File: config.mk
export PLATFORM = sky130hd
export DESIGN_NAME = dtb_ctrl
export DESIGN_NICKNAME = d
export VERILOG_FILES = /design/src/dtb_pkg.sv /design/src/dtb_ctrl.sv
export VERILOG_INCLUDE_DIRS = /design/src /design/src/src
export SDC_FILE = /design/constraint.sdc
export NUM_CORES = 1
export LEC_CHECK = 0
export BUFFER_PORTS_ARGS = -buffer_cell sky130_fd_sc_hd__buf_4
export CELL_PAD_IN_SITES_DETAIL_PLACEMENT = 1
export CELL_PAD_IN_SITES_GLOBAL_PLACEMENT = 2
export CORE_AREA = 2 2 106 119
export DETAILED_ROUTE_END_ITERATION = 8
export DIE_AREA = 0 0 108 121
export PLACE_DENSITY_LB_ADDON = 0.1
export SYNTH_ARGS = -nofsm -noshare
export SYNTH_HDL_FRONTEND = slang
export SYNTH_SLANG_ARGS = --single-unit
File: constraint.sdc
create_clock -name clk_in -period 2.55 [get_ports clk_in]
set_input_delay 0.255 -clock clk_in [delete_from_list [all_inputs] [get_ports clk_in]]
set_output_delay 0.255 -clock clk_in [all_outputs]
set_load 0.02 [all_outputs]
File: src/dtb_consts.svh
// Constants for the double transmit buffer state control.
// Included by the package and the design; definitions only.
`ifndef DTB_CONSTS_SVH
`define DTB_CONSTS_SVH
`define DTB_IDX_W 7
`define DTB_IDX_COMMIT_RST 7'h00
`define DTB_IDX_TRANSMIT_RST 7'h01
`define DTB_SLOT_STAT_W 16
`define DTB_MINISLOT_W 11
`define DTB_XFER_CYCLES 2
`endif

File: src/dtb_pkg.sv
// Types for the double transmit buffer state control.
// Assumes dtb_consts.svh is on the include path.
`include "dtb_consts.svh"
package dtb_pkg;
  typedef logic [`DTB_IDX_W-1:0] dtb_idx_t;
  typedef logic [`DTB_SLOT_STAT_W-1:0] dtb_stat_t;
  typedef logic [`DTB_MINISLOT_W-1:0] dtb_mslot_t;
  // Transmit side states
  typedef enum logic [3:0] {
    TS_DIS, TS_IDLE, TS_SA, TS_SA_ITX, TS_MA, TS_MA_ITX, TS_ITX, TS_TX, TS_SU
  } dtb_tx_state_e;
  // Commit side states
  typedef enum logic [2:0] {
    CS_DIS, CS_DIS_LCK, CS_IDLE, CS_LCK, CS_ITX
  } dtb_cm_state_e;
endpackage : dtb_pkg

File: src/dtb_ctrl.sv
// Double transmit message buffer state control: commit side, transmit side, internal transfer.
// Assumes one clock, synchronous reset, event inputs are single-cycle pulses from same-clock logic.
// Notes on behaviour
// - Transfer start and end move both sides at once; other module transitions only transmit side.
// - Transfer start begins moving commit data to transmit side.
// - Transfer end closes transfer, at the latest in the cycle of the next slot or segment start.
// - Slot match in static slot takes slot-assigned transition.
// - Slot match with cycle filter match takes message-available transition.
// - Transmit at slot start only if committed; dynamic slot checks latest minislot.
// - End of slot enters status-updated, which updates status and flags, sets interrupt, then returns to idle.
// - Static, dynamic-or-segment and any-slot begin events are raised.
// - Module transitions beat host commands, except host disable beats slot match from idle; transfer start beats disable and lock.
// - Transfer start has the lowest priority among transmit side module transitions.
// - Message-available wins over slot-assigned from idle.
// - In message-available, transmit start wins over slot begin events.
// - Internal priorities apply to transmit side only.
// - State changes reported by enabled and locked state bits.
// - Transfer swaps the two index registers, no payload copy.
// - Swap clears/sets commit flags, sets commit interrupt, clears sent flag.
// - Commit mode select chooses streaming or immediate behaviour.
// - Transfer start enters transfer states; only transfer end leaves them.
// - Streaming: start needs idle commit, committed, allowed tx state, unsent guard.
// - Immediate: same conditions but unsent transmit data may be overwritten.
// - Lock during transfer is refused; it sets lock error flag unless transfer end fires in the same cycle.
`timescale 1ns/1ns
`include "dtb_consts.svh"
module dtb_ctrl #(
  parameter int XFER_CYCLES = `DTB_XFER_CYCLES
) (
  // Clock, reset, enable
  input wire logic clk_in,
  input wire logic srst_in,
  input wire logic ce_in,
  // Host commands, one-cycle pulses; commit mode select is a level
  input wire logic host_enable_cmd_in,
  input wire logic host_disable_command_in,
  input wire logic host_lock_command_in,
  input wire logic host_unlock_cmd_in,
  input wire logic host_commit_set_in,
  input wire logic host_commit_clr_in,
  input wire logic host_irq_clr_in,
  input wire logic host_lock_err_clr_in,
  input wire logic commit_mode_select_in,
  // Protocol events and search results, one-cycle pulses; minislot and slot status inputs are levels
  input wire logic static_start_in,
  input wire logic dynamic_start_in,
  input wire logic symwin_start_in,
  input wire logic nit_start_in,
  input wire logic slot_match_in,
  input wire logic next_slot_static_in,
  input wire logic cycle_match_in,
  input wire logic slot_end_in,
  input wire dtb_pkg::dtb_mslot_t minislot_in,
  input wire dtb_pkg::dtb_mslot_t latest_transmit_minislot_in,
  input wire dtb_pkg::dtb_stat_t slot_status_in,
  // Status outputs
  output logic commit_enabled_state_bit_out,
  output logic commit_locked_state_bit_out,
  output logic transmit_enabled_state_bit_out,
  output logic commit_flag_commit_out,
  output logic commit_flag_transmit_out,
  output logic data_sent_flag_out,
  output logic commit_buffer_interrupt_flag_out,
  output logic transmit_buffer_interrupt_flag_out,
  output logic lock_error_flag_out,
  output dtb_pkg::dtb_idx_t commit_buffer_index_reg_out,
  output dtb_pkg::dtb_idx_t transmit_buffer_index_reg_out,
  output dtb_pkg::dtb_stat_t commit_slot_status_out,
  output dtb_pkg::dtb_stat_t transmit_slot_status_out,
  output logic static_slot_begin_out,
  output logic dynamic_or_segment_begin_out,
  output logic any_slot_begin_out,
  output logic transmitting_out
);
  import dtb_pkg::*;

  dtb_tx_state_e ts_q, ts_d;
  dtb_cm_state_e cs_q, cs_d;
  dtb_idx_t cidx_q, cidx_d, tidx_q, tidx_d;
  dtb_stat_t cstat_q, cstat_d, tstat_q, tstat_d;
  logic ccmt_q, ccmt_d, tcmt_q, tcmt_d, data_sent_flag_q, data_sent_flag_d;
  logic cif_q, cif_d, tif_q, tif_d, lerr_q, lerr_d;
  logic sts_q, sts_d, dss_q, dss_d, sss_q, sss_d, tx_q, tx_d;
  logic [3:0] xcnt_q, xcnt_d;
  logic ces_q, ces_d, cls_q, cls_d, tes_q, tes_d;
  logic any_start, dyn_start, xfer_start, xfer_end, tx_go;

  // Transmit side in a state that allows a transfer
  function automatic logic tx_side_ok(input dtb_tx_state_e s);
    tx_side_ok = (s == TS_IDLE) || (s == TS_SA) || (s == TS_MA);
  endfunction : tx_side_ok

  function automatic logic in_xfer(input dtb_tx_state_e s);
    in_xfer = (s == TS_ITX) || (s == TS_SA_ITX) || (s == TS_MA_ITX);
  endfunction : in_xfer

  always_comb begin
    dyn_start = dynamic_start_in | symwin_start_in | nit_start_in;
    any_start = static_start_in | dyn_start;
    tx_go = any_start && tcmt_q &&
            (static_start_in || minislot_in <= latest_transmit_minislot_in);
    // Streaming checks sent guard, immediate does not
    xfer_start = (cs_q == CS_IDLE) && ccmt_q && tx_side_ok(ts_q) && !any_start && !slot_match_in &&
                 (commit_mode_select_in || !tcmt_q || data_sent_flag_q);
    // Transfer ends after its fixed length or early at any slot start
    xfer_end = in_xfer(ts_q) && (xcnt_q == 4'(XFER_CYCLES - 1) || any_start);
  end

  always_comb begin
    ts_d = ts_q;
    cs_d = cs_q;
    cidx_d = cidx_q;
    tidx_d = tidx_q;
    cstat_d = cstat_q;
    tstat_d = tstat_q;
    ccmt_d = ccmt_q;
    tcmt_d = tcmt_q;
    data_sent_flag_d = data_sent_flag_q;
    cif_d = cif_q & ~host_irq_clr_in;
    tif_d = tif_q & ~host_irq_clr_in;
    lerr_d = lerr_q & ~host_lock_err_clr_in;
    xcnt_d = in_xfer(ts_q) ? xcnt_q + 4'h1 : 4'h0;
    sts_d = static_start_in;
    dss_d = dyn_start;
    sss_d = any_start;
    tx_d = 1'b0;
    if (xfer_end) begin
      // Swap and flag updates land together
      cidx_d = tidx_q;
      tidx_d = cidx_q;
      ccmt_d = 1'b0;
      cif_d = 1'b1;
      tcmt_d = 1'b1;
      data_sent_flag_d = 1'b0;
      cs_d = CS_IDLE;
      case (ts_q)
        TS_SA_ITX: ts_d = TS_SA;
        TS_MA_ITX: ts_d = TS_MA;
        default: ts_d = TS_IDLE;
      endcase
    end else if (xfer_start) begin
      // Both sides enter transfer; host disable and lock lose
      cs_d = CS_ITX;
      case (ts_q)
        TS_SA: ts_d = TS_SA_ITX;
        TS_MA: ts_d = TS_MA_ITX;
        default: ts_d = TS_ITX;
      endcase
    end else begin
      // Transmit side module transitions
      case (ts_q)
        TS_IDLE: begin
          if (slot_match_in && cycle_match_in) ts_d = TS_MA;
          else if (slot_match_in && next_slot_static_in) ts_d = TS_SA;
        end
        TS_SA: begin
          if (tx_go) ts_d = TS_TX;
          else if (any_start) ts_d = TS_IDLE;
        end
        TS_MA: begin
          if (tx_go) ts_d = TS_TX;
          else if (any_start) ts_d = TS_IDLE;
        end
        TS_TX: begin
          tx_d = 1'b1;
          if (slot_end_in) ts_d = TS_SU;
        end
        TS_SU: begin
          tstat_d = slot_status_in;
          cstat_d = slot_status_in;
          data_sent_flag_d = 1'b1;
          tif_d = 1'b1;
          ts_d = TS_IDLE;
        end
        default: ;
      endcase
      // Host commands, only when no module transition touches the pair
      if (host_enable_cmd_in && ts_q == TS_DIS) begin
        ts_d = TS_IDLE;
        cs_d = (cs_q == CS_DIS_LCK) ? CS_LCK : CS_IDLE;
      end else if (host_disable_command_in && ts_q == TS_IDLE && cs_q != CS_ITX) begin
        ts_d = TS_DIS;
        cs_d = (cs_q == CS_LCK) ? CS_DIS_LCK : CS_DIS;
      end else if (host_lock_command_in) begin
        if (cs_q == CS_ITX) lerr_d = 1'b1;
        else if (cs_q == CS_IDLE) cs_d = CS_LCK;
        else if (cs_q == CS_DIS) cs_d = CS_DIS_LCK;
      end else if (host_unlock_cmd_in) begin
        if (cs_q == CS_LCK) cs_d = CS_IDLE;
        else if (cs_q == CS_DIS_LCK) cs_d = CS_DIS;
      end else if (host_commit_set_in) begin
        ccmt_d = 1'b1;
      end else if (host_commit_clr_in) begin
        ccmt_d = 1'b0;
      end
    end
    // Event sets win over host clears
    if (xfer_end) cif_d = 1'b1;
    if (ts_q == TS_SU && !xfer_end) tif_d = 1'b1;
    // Status bits follow the next state so the outputs come from flops
    ces_d = (cs_d == CS_IDLE) || (cs_d == CS_LCK) || (cs_d == CS_ITX);
    cls_d = (cs_d == CS_LCK) || (cs_d == CS_DIS_LCK);
    tes_d = (ts_d != TS_DIS);
  end

  always_ff @(posedge clk_in) begin
    if (srst_in) begin
      ts_q <= TS_DIS;
      cs_q <= CS_DIS;
      cidx_q <= `DTB_IDX_COMMIT_RST;
      tidx_q <= `DTB_IDX_TRANSMIT_RST;
      cstat_q <= '0;
      tstat_q <= '0;
      ccmt_q <= 1'b0;
      tcmt_q <= 1'b0;
      data_sent_flag_q <= 1'b0;
      cif_q <= 1'b0;
      tif_q <= 1'b0;
      lerr_q <= 1'b0;
      sts_q <= 1'b0;
      dss_q <= 1'b0;
      sss_q <= 1'b0;
      tx_q <= 1'b0;
      xcnt_q <= 4'h0;
      ces_q <= 1'b0;
      cls_q <= 1'b0;
      tes_q <= 1'b0;
    end else if (ce_in) begin
      ts_q <= ts_d;
      cs_q <= cs_d;
      cidx_q <= cidx_d;
      tidx_q <= tidx_d;
      cstat_q <= cstat_d;
      tstat_q <= tstat_d;
      ccmt_q <= ccmt_d;
      tcmt_q <= tcmt_d;
      data_sent_flag_q <= data_sent_flag_d;
      cif_q <= cif_d;
      tif_q <= tif_d;
      lerr_q <= lerr_d;
      sts_q <= sts_d;
      dss_q <= dss_d;
      sss_q <= sss_d;
      tx_q <= tx_d;
      xcnt_q <= xcnt_d;
      ces_q <= ces_d;
      cls_q <= cls_d;
      tes_q <= tes_d;
    end
  end

  // Status bits reflect states
  assign commit_enabled_state_bit_out = ces_q;
  assign commit_locked_state_bit_out = cls_q;
  assign transmit_enabled_state_bit_out = tes_q;
  assign commit_flag_commit_out = ccmt_q;
  assign commit_flag_transmit_out = tcmt_q;
  assign data_sent_flag_out = data_sent_flag_q;
  assign commit_buffer_interrupt_flag_out = cif_q;
  assign transmit_buffer_interrupt_flag_out = tif_q;
  assign lock_error_flag_out = lerr_q;
  assign commit_buffer_index_reg_out = cidx_q;
  assign transmit_buffer_index_reg_out = tidx_q;
  assign commit_slot_status_out = cstat_q;
  assign transmit_slot_status_out = tstat_q;
  assign static_slot_begin_out = sts_q;
  assign dynamic_or_segment_begin_out = dss_q;
  assign any_slot_begin_out = sss_q;
  assign transmitting_out = tx_q;

  property p_swap;
    @(posedge clk_in) disable iff (srst_in)
      (ce_in && xfer_end) |=> (cidx_q == $past(tidx_q) && tidx_q == $past(cidx_q) && !ccmt_q && cif_q && tcmt_q && !data_sent_flag_q);
  endproperty
  a_swap: assert property (p_swap) else $error("Swap or flag update wrong");

  property p_xfer_bound;
    @(posedge clk_in) disable iff (srst_in)
      (ce_in && xfer_start) |=> ##[1:8] (cs_q == CS_IDLE);
  endproperty
  a_xfer_bound: assert property (p_xfer_bound) else $error("Transfer did not end");

  property p_both;
    @(posedge clk_in) disable iff (srst_in)
      in_xfer(ts_q) == (cs_q == CS_ITX);
  endproperty
  a_both: assert property (p_both) else $error("Sides not in transfer together");

  property p_lockerr;
    @(posedge clk_in) disable iff (srst_in)
      (ce_in && cs_q == CS_ITX && host_lock_command_in && !xfer_end) |=> (lerr_q && cs_q != CS_LCK);
  endproperty
  a_lockerr: assert property (p_lockerr) else $error("Lock during transfer not refused");

  property p_ma;
    @(posedge clk_in) disable iff (srst_in)
      (ce_in && ts_q == TS_IDLE && !xfer_start && slot_match_in && cycle_match_in && !host_disable_command_in)
        |=> ts_q == TS_MA;
  endproperty
  a_ma: assert property (p_ma) else $error("Message available not taken");

  property p_tx;
    @(posedge clk_in) disable iff (srst_in)
      (ce_in && ts_q == TS_MA && tx_go) |=> ts_q == TS_TX;
  endproperty
  a_tx: assert property (p_tx) else $error("Transmit start lost priority");

  property p_su;
    @(posedge clk_in) disable iff (srst_in)
      (ce_in && ts_q == TS_SU) |=> (tif_q && data_sent_flag_q && ts_q == TS_IDLE && tstat_q == $past(slot_status_in));
  endproperty
  a_su: assert property (p_su) else $error("Status update incomplete");

  property p_evt;
    @(posedge clk_in) disable iff (srst_in)
      (ce_in && nit_start_in) |=> (dss_q && sss_q && !sts_q || $past(static_start_in));
  endproperty
  a_evt: assert property (p_evt) else $error("Segment begin event missing");

  property p_is_wins;
    @(posedge clk_in) disable iff (srst_in)
      (ce_in && xfer_start) |=> (cs_q == CS_ITX && ts_q != TS_DIS);
  endproperty
  a_is_wins: assert property (p_is_wins) else $error("Transfer start lost to host command");
endmodule : dtb_ctrl

==> metrics.cfg, run 1 <==
[run_status]
outcome=completed

[synth]
yosysMostFrequentCell=nand2_1
yosysWarnings=0
netlist.area_leader.share_pct=35.8
ys_types=62
synth_nets=464
synth_top_area_cell=dfxtp_1
ys_top_cells_by_count=nand2_1, dfxtp_1, a21oi_1
synthTopCellsByArea=dfxtp_1, nand2_1, a21oi_1, ha_1, buf_4
synthCells=393
avgSynthCellArea_um2=7.69
yosys_most_used_dff=dfxtp_1
synth_edf_count=0
async_reset_ff_share_pct=0
synth_seq_cells=54
ys_seq_area_share_pct=35.8
syn_area_um2=3020

[detailed_routing]
vias_per_cell=4.75
routed_wl_um=9480
drcViolationCount=0
drt_iter0_drc=170
firstDrtPassIters=4
wl_per_cell_um=14.7
num_vias=3066
ant_nets=0

[timing]
fin_skew_ns=0.00513
slew_headroom_pct=54.4
fmax_mhz=454
holdWs_ns=0.206
setup_viol=0
period_share_pct=86.4
setup_tns_ns=0
hold_viol=0
slew_violations=0
rsz0062_at_grt=false
fin_crit_ns=2.20
tightest_slew_ns=0.685

[critical_path]
crit_arrival_ns=2.40
critPathMaxFanout=13
cp.required_ns=2.75
critPathLaunchType=flop
crit_type=flop to flop
end_kind=flop

[floorplanning]
die_w_um=108
core_um2=11800
fp.dieH_um=121
die_area_um2=13100
floorplan.initialDensity_pct=25.6
core.rowCount=42
io_pins=117

[cts]
cts_buffers=5
clkTransAtPathRegs_ns=0.07
clock-root-buffer=clkbuf_16
cts_hold_buf=0
cts_sinks=54
htreeDepth=2
cts_buffer_depth=2
ctsResizeCount=0
clock_latency_ns=0.29
cts_setup_buffers=0
cts_tree=done

[place]
finalWeightedCongestion=0.837
dpl.hpwl_um=7290
dp.cells=638
io_buffer_count=116

[cells_and_area]
multi_input_area_um2=1650
fill_cells=1472
nNetsFinal=562
fin_util_pct=34.7
final-instance-count-excl-fill=645
drive_gt1_share_pct=30.8
num_antenna_cells=0
syn_to_final_growth_pct=35.7
seq_area_um2=1080

[global_routing]
grt_max_degree=52
grtUsageTotal_pct=14.8
grt_pass1_wl_um=15600
grt_overflow=0
grt_pass1_vias=3141
antenna_found_initial=0

[min_path]
hp-class=input port to flop

[power]
p_leak_uw=0.00174
ir_worst_vdd_mv=0.244
powerDensity_nw_per_um2=469

[job]
maxCapViolCount=0

## cells in the final DEF, fill, tap and decap left out, types with 3 or more instances in the layout
cell	instances
buf_4	131
nand2_1	83
dfxtp_1	54
a21oi_1	45
nor2_1	33
inv_1	15
ha_1	13
a211oi_1	10
nand4_1	6
nor2b_1	5
nor3_1	5
o21ai_0	5
clkbuf_16	5
mux2i_1	4
nand3b_1	4
a31oi_1	4
nor2_2	3
and4_1	3
o211ai_1	3
nand3_1	3
xnor2_1	3
xor2_1	3
and3_1	3
a41oi_1	3
## sequential cells by signal, indices dropped and copies added, names as in the netlist, 3 cells and up
register / flops
commit_buffer_index_reg_out: 7
transmit_buffer_index_reg_out: 7
ts_q: 4
cs_q: 3
transmit_slot_status_out: 16
xcnt_q: 4
## cell families (layout without fill, tap and decap cells)
logic type	after synthesis	count (layout)	synth area share (%)
and+or+nand+nor	165	165	25.9
AOI/OAI and AO/OA	94	94	19.9
buffers and inverters	56	154	9.61
DFF	54	54	35.8
adders and majority gates	13	13	5.38
xor gates and xnor gates	6	6	1.74
muxes	5	5	1.70
## path summary, 6_finish.rpt
kind | endpoint | depth (start not counted) | slack (ns) | start
setup / recovery | transmit_enabled_state_bit_out$_SDFFE_PP0P_ | 7 | 0.35 | ts_q[2]$_SDFFE_PP0P_
hold / removal | transmit_slot_status_out[6]$_SDFFE_PP0P_ | 3 | 0.21 | slot_status_in[6]
setup reg to reg | transmit_enabled_state_bit_out$_SDFFE_PP0P_ | 7 | 0.35 | ts_q[2]$_SDFFE_PP0P_
hold reg to reg | transmit_buffer_interrupt_flag_out$_SDFFE_PP0P_ | 2 | 0.46 | transmit_buffer_interrupt_flag_out$_SDFFE_PP0P_
## stage by stage
stage	setup slack, ns	power, uW	instance area, um2
after floorplan	0.597	1120	3020
after global placement	0.281	1290	3970
after detailed placement	0.293	1290	3970
after CTS	0.342	1960	4100
after global routing	0.128	2030	4100
final	0.347	1920	4100
## critical path, cell delays in order, from the launching register on
cell	delay [ns]
dfxtp_1	0.59
xor2_1	0.28
nand4_1	0.18
a2111oi_2	0.42
a221oi_1	0.16
nand2_1	0.10
a31oi_1	0.11
a41oi_1	0.27
## area by class of cell
cell class / count / area share, %
clock buffers: 7 / 3.23
inverters: 16 / 1.46
multi-input cells: 283 / 40.3
flip-flops and latches: 54 / 26.4
well taps: 154 / 4.70
repair buffers: 131 / 24.0
## layer usage
metal  GRT usage [%]  part of all wire [%]  up-vias
met5               0                     0        -
met4            4.57                   1.3        0
met3            2.47                   5.0        8
met2            25.0                    48       79
met1            19.1                    46     1448
li1                -                     -     1531
## power breakdown
part	internal, uW	total (uW)	switching (uW)
Clock	360	652	292
Sequential	864	888	23.6
Combinational	177	381	204
(Power assumes the default switching activity.)
==> run 2: changes to the inputs <==
BUFFER_PORTS_ARGS = -buffer_cell sky130_fd_sc_hd__buf_2   (was -buffer_cell sky130_fd_sc_hd__buf_4)
CORE_AREA = 2 2 104 116   (was 2 2 106 119)
CTS_BUF_LIST = sky130_fd_sc_hd__clkbuf_4   (was default)
CTS_CLUSTER_DIAMETER = 100   (was default)
DIE_AREA = 0 0 106 118   (was 0 0 108 121)
==> run 2 against run 1 <==
Effect of this change: highest routed layer unchanged; critical path depth is the same; clock-buffer cell count is 2 lower; clock power fell by 38%; cell area is 8.8% lower; via count down 0.33%; sequential share of layout area rose by 2.5 points; wire length down 1.3%; first-iteration DRC count decreased by 34%; setup slack got worse by 0.086 ns; utilization is 1.7 points lower; total power down 14%; register-to-register slack got worse by 0.09 ns.
==> metrics.cfg, run 2 (synthesis results as in run 1) <==
[critical_path]
crit_arrival_ns=2.61
r2r_end=ts_q[1]$_SDFFE_PP0P_
reg2reg_from=ts_q[1]$_SDFFE_PP0P_
rrSetupSlack_ns=0.26
cp.required_ns=2.87
rr_worst_depth=7
crit_type=flop to flop
end_kind=flop
critPathMaxFanout=17
critPathLaunchType=flop

[power]
power_frac_comb_pct=21.3
ir_worst_vdd_mv=0.146
powerDensity_nw_per_um2=440
p_leak_uw=0.00167
swShare_pct=31.8
p_switching_uw=524
clkPwrFrac_pct=24.7
intPower_uw=1120
seq_power_share_pct=54.0
finalPower_uw=1650

[min_path]
hp-class=input port to flop
hp-start=slot_status_in[0]
min_delay_path_depth=3
min_to=transmit_slot_status_out[0]$_SDFFE_PP0P_

[cts]
htreeDepth=2
cts_setup_buffers=0
cts_hold_buf=0
clkTransAtPathRegs_ns=0.17
cts_sinks=54
cts_buffer_depth=2
cts_buffers=5
clock-root-buffer=clkbuf_4
ctsResizeCount=0
clock_latency_ns=0.39
cts_tree=done

[cells_and_area]
largest_reg_flops=16
nNetsFinal=563
postLayoutCellArea_um2=3740
final_common_cell=buf_2
syn_to_final_growth_pct=23.8
final_cell_mix=buf_2, nand2_1, dfxtp_1, a21oi_1, nor2_1
drive_gt1_share_pct=31.2

[global_routing]
grt_pass1_wl_um=15300
gr-usage-met1_pct=19.3
met2_usage_pct=25.9
grtUsageTotal_pct=15.0
met3_usage_pct=2.10
antenna_found_initial=1
grt_max_degree=28
grt_pass1_vias=3032
grt_overflow=0
busiest_layer=met2

[run_status]
outcome=completed

[detailed_routing]
drcViolationCount=0
num_vias=3056
drt_iter0_drc=113
firstDrtPassIters=4
wl_per_cell_um=14.5
routed_wl_um=9350
ant_nets=0
vias_per_cell=4.75

[floorplanning]
fp.dieH_um=118
core_um2=11300
core.rowCount=41
die_w_um=106
io_pins=117
die_area_um2=12500
floorplan.initialDensity_pct=26.7

[timing]
fmax_mhz=437
period_share_pct=89.8
tightest_slew_ns=0.683
setup_viol=0
fin_skew_ns=0.00742
setup_tns_ns=0
slew_violations=0
slew_headroom_pct=54.5
fin_crit_ns=2.29
rsz0062_at_grt=false
hold_viol=0
holdWs_ns=0.0728

[place]
dpl.hpwl_um=7180
io_buffer_count=116
place_area_um2=3680
finalWeightedCongestion=0.808

[job]
maxCapViolCount=0

-- run 2: layer usage --
metal  part of all wire [%]  wire, um
met2                     49      4540
met1                     46      4260
met5                      0         0
met4                    1.2       113
met3                    4.6       428
-- run 2: critical path, stage by stage, from the launching register on --
cell and delay [ns]:
dfxtp_1 0.72, xor2_1 0.26, nand4_1 0.19, a2111oi_2 0.43, a221oi_1 0.16, nand2_1 0.09
a31oi_1 0.13, a211oi_1 0.22
-- run 2: worst max-delay path by stage --
stage	cells past startpoint	slack (ns)	endpoint	startpoint
3_3_place_gp	7	0.33	ts_q[2]$_SDFFE_PP0P_	ts_q[1]$_SDFFE_PP0P_
2_1_floorplan	8	0.60	data_sent_flag_out$_SDFFE_PP0P_	xcnt_q[0]$_SDFFE_PP0P_
6_report	7	0.26	ts_q[1]$_SDFFE_PP0P_	ts_q[1]$_SDFFE_PP0P_
5_1_grt	7	0.06	ts_q[1]$_SDFFE_PP0P_	ts_q[1]$_SDFFE_PP0P_
3_5_place_dp	7	0.30	ts_q[2]$_SDFFE_PP0P_	ts_q[1]$_SDFFE_PP0P_
4_1_cts	7	0.26	ts_q[2]$_SDFFE_PP0P_	ts_q[1]$_SDFFE_PP0P_
-- run 2: power by group through the flow --
| stage | sequential [uW] | combinational (uW) | clock [uW] |
|---|---|---|---|
| 2_1_floorplan | 910 | 209 | 0 |
| 3_3_place_gp | 906 | 356 | 0 |
| 3_5_place_dp | 906 | 353 | 0 |
| 4_1_cts | 889 | 355 | 439 |
| 5_1_grt | 893 | 395 | 461 |
| 6_report | 889 | 350 | 407 |
-- run 2: cell type report --
type,instances,area [um2]
Clock inverter,3,20.0
Tap cell,150,188
Timing Repair Buffer,132,701
Fill cell,1431,7600
Clock buffer,5,37.5
Antenna cell,1,2.50
Inverter,16,60.1
Sequential cell,54,1080
Multi-Input combinational cell,283,1650
-- run 2: through the flow --
stage          utilization, %  setup slack, ns  std cells
3_5_place_dp             32.5            0.302        635
4_1_cts                  33.0            0.261        643
2_1_floorplan               -            0.597        393
6_report                 33.0            0.261        644
3_3_place_gp             32.5            0.328        635
5_1_grt                  33.0           0.0605        644
==> run 3: changes to the inputs <==
CTS_BUF_LIST = sky130_fd_sc_hd__clkbuf_4 sky130_fd_sc_hd__clkbuf_8   (was sky130_fd_sc_hd__clkbuf_4)
clock period = 2.4 ns   (was 2.55 ns; I/O delays follow)
==> run 3 against run 2 <==
Effect of this change: final cell count rose by 0.47%; cell area rose by 2.7%; setup slack improved by 0.028 ns; largest cell class unchanged; largest power group unchanged; critical endpoint is now commit_flag_commit_out$_SDFFE_PP0P_; wire length grew 0.63%; clock skew fell by 0.0017 ns.
==> metrics.cfg, run 3 (synthesis results as in run 1) <==
[critical_path]
max_stage_delay_ns=0.47
crit_arrival_ns=2.37
cp_slowest_cell=dfxtp_1
critPathLaunchType=flop
critPathMaxFanout=6
end_kind=flop
crit_path_cell_trace=nor2b_1, nand3_1, o21a_1, nor2b_2, o2111ai_1, mux2_2, nor2_1
crit_type=flop to flop
cp.required_ns=2.66

[global_routing]
grt_max_degree=39
grtUsageTotal_pct=15.1
grt_pass1_wl_um=15400
grt_overflow=0
antenna_found_initial=0
grt_pass1_vias=3080

[cts]
htreeDepth=2
cts_tree=done
cts_buffer_depth=2
cts_setup_buffers=0
cts_sinks=54
clock_latency_ns=0.31
ctsResizeCount=0
clock-root-buffer=clkbuf_8
cts_buffers=5
cts_hold_buf=0
clkTransAtPathRegs_ns=0.10

[detailed_routing]
wl_per_cell_um=14.5
firstDrtPassIters=4
vias_per_cell=4.75
ant_nets=0
drt_iter0_drc=116
routed_wl_um=9410
drcViolationCount=0
num_vias=3073

[cells_and_area]
seq_area_um2=1080
drive_gt1_share_pct=32.4
fill_cells=1432
postLayoutCellArea_um2=3840
nNetsFinal=567
syn_to_final_growth_pct=27.2
multi_input_area_um2=1660
largest_reg_flops=16
final-instance-count-excl-fill=647
final_cell_mix=buf_2, nand2_1, dfxtp_1, a21oi_1, nor2_1
num_antenna_cells=0
fin_util_pct=33.9
final_common_cell=buf_2

[timing]
slew_headroom_pct=66.0
hold_viol=0
setup_tns_ns=0
setup_viol=0
fin_skew_ns=0.00569
fin_crit_ns=2.11
slew_violations=0
rsz0062_at_grt=false
holdWs_ns=0.149
tightest_slew_ns=0.508
fmax_mhz=474
period_share_pct=88.0

[power]
power_frac_comb_pct=19.5
p_leak_uw=0.00171
clkPwrFrac_pct=32.4
intPower_uw=1390
seq_power_share_pct=48.1
swShare_pct=28.9
p_switching_uw=567
ir_worst_vdd_mv=0.265
powerDensity_nw_per_um2=510

[floorplanning]
fp.dieH_um=118
die_w_um=106
io_pins=117
floorplan.initialDensity_pct=26.7
die_area_um2=12500
core.rowCount=41
core_um2=11300

[job]
maxCapViolCount=0

[place]
place_area_um2=3720
dp.cells=639
finalWeightedCongestion=0.863
io_buffer_count=116
dpl.hpwl_um=7340

[min_path]
hp-class=input port to flop

[run_status]
outcome=completed

## run 3: area by class of cell
class	count	area share, %
well taps	150	4.88
inverters	16	1.56
repair buffers	136	19.3
clock buffers	5	1.79
multi-input cells	283	43.1
clock inverters	3	1.17
flip-flops and latches	54	28.2
## run 3: through the flow
| step | power (uW) | worst slack (ns) |
|---|---|---|
| final | 1960 | 0.289 |
| after global routing | 2080 | 0.0717 |
| after CTS | 2000 | 0.223 |
| after detailed placement | 1350 | 0.269 |
| after global placement | 1350 | 0.291 |
| after floorplan | 1190 | 0.447 |
## run 3: critical path, delay by kind of cell (launching register included)
kind,cells,cell delay (ns)
flops,1,0.47
simple gates,4,0.86
compound gates,2,0.36
mux,1,0.35
## run 3: per-layer routing
layer  track usage (%)  up-vias  share of wire, %
li1                  -     1548                 -
met1              19.2     1434                46
met2              26.3       83                49
met3              2.16        8               3.9
met4              4.61        0               1.4
met5                 0        -                 0
## run 3: power groups by stage
stage / logic [uW] / registers [uW] / clock network [uW]
after global routing: 430 / 947 / 698
final: 382 / 943 / 635
after CTS: 388 / 943 / 666
after floorplan: 222 / 967 / 0
after detailed placement: 386 / 963 / 0
after global placement: 386 / 963 / 0
## run 3: final timing paths
kind	startpoint	to	slack [ns]	cells after the start
worst max-delay path	ts_q[0]$_SDFFE_PP0P_	commit_flag_commit_out$_SDFFE_PP0P_	0.29	7
worst min register to register	transmit_buffer_interrupt_flag_out$_SDFFE_PP0P_	transmit_buffer_interrupt_flag_out$_SDFFE_PP0P_	0.46	2
worst max register to register	ts_q[0]$_SDFFE_PP0P_	commit_flag_commit_out$_SDFFE_PP0P_	0.29	7
worst min-delay path	slot_status_in[9]	transmit_slot_status_out[9]$_SDFFE_PP0P_	0.15	3
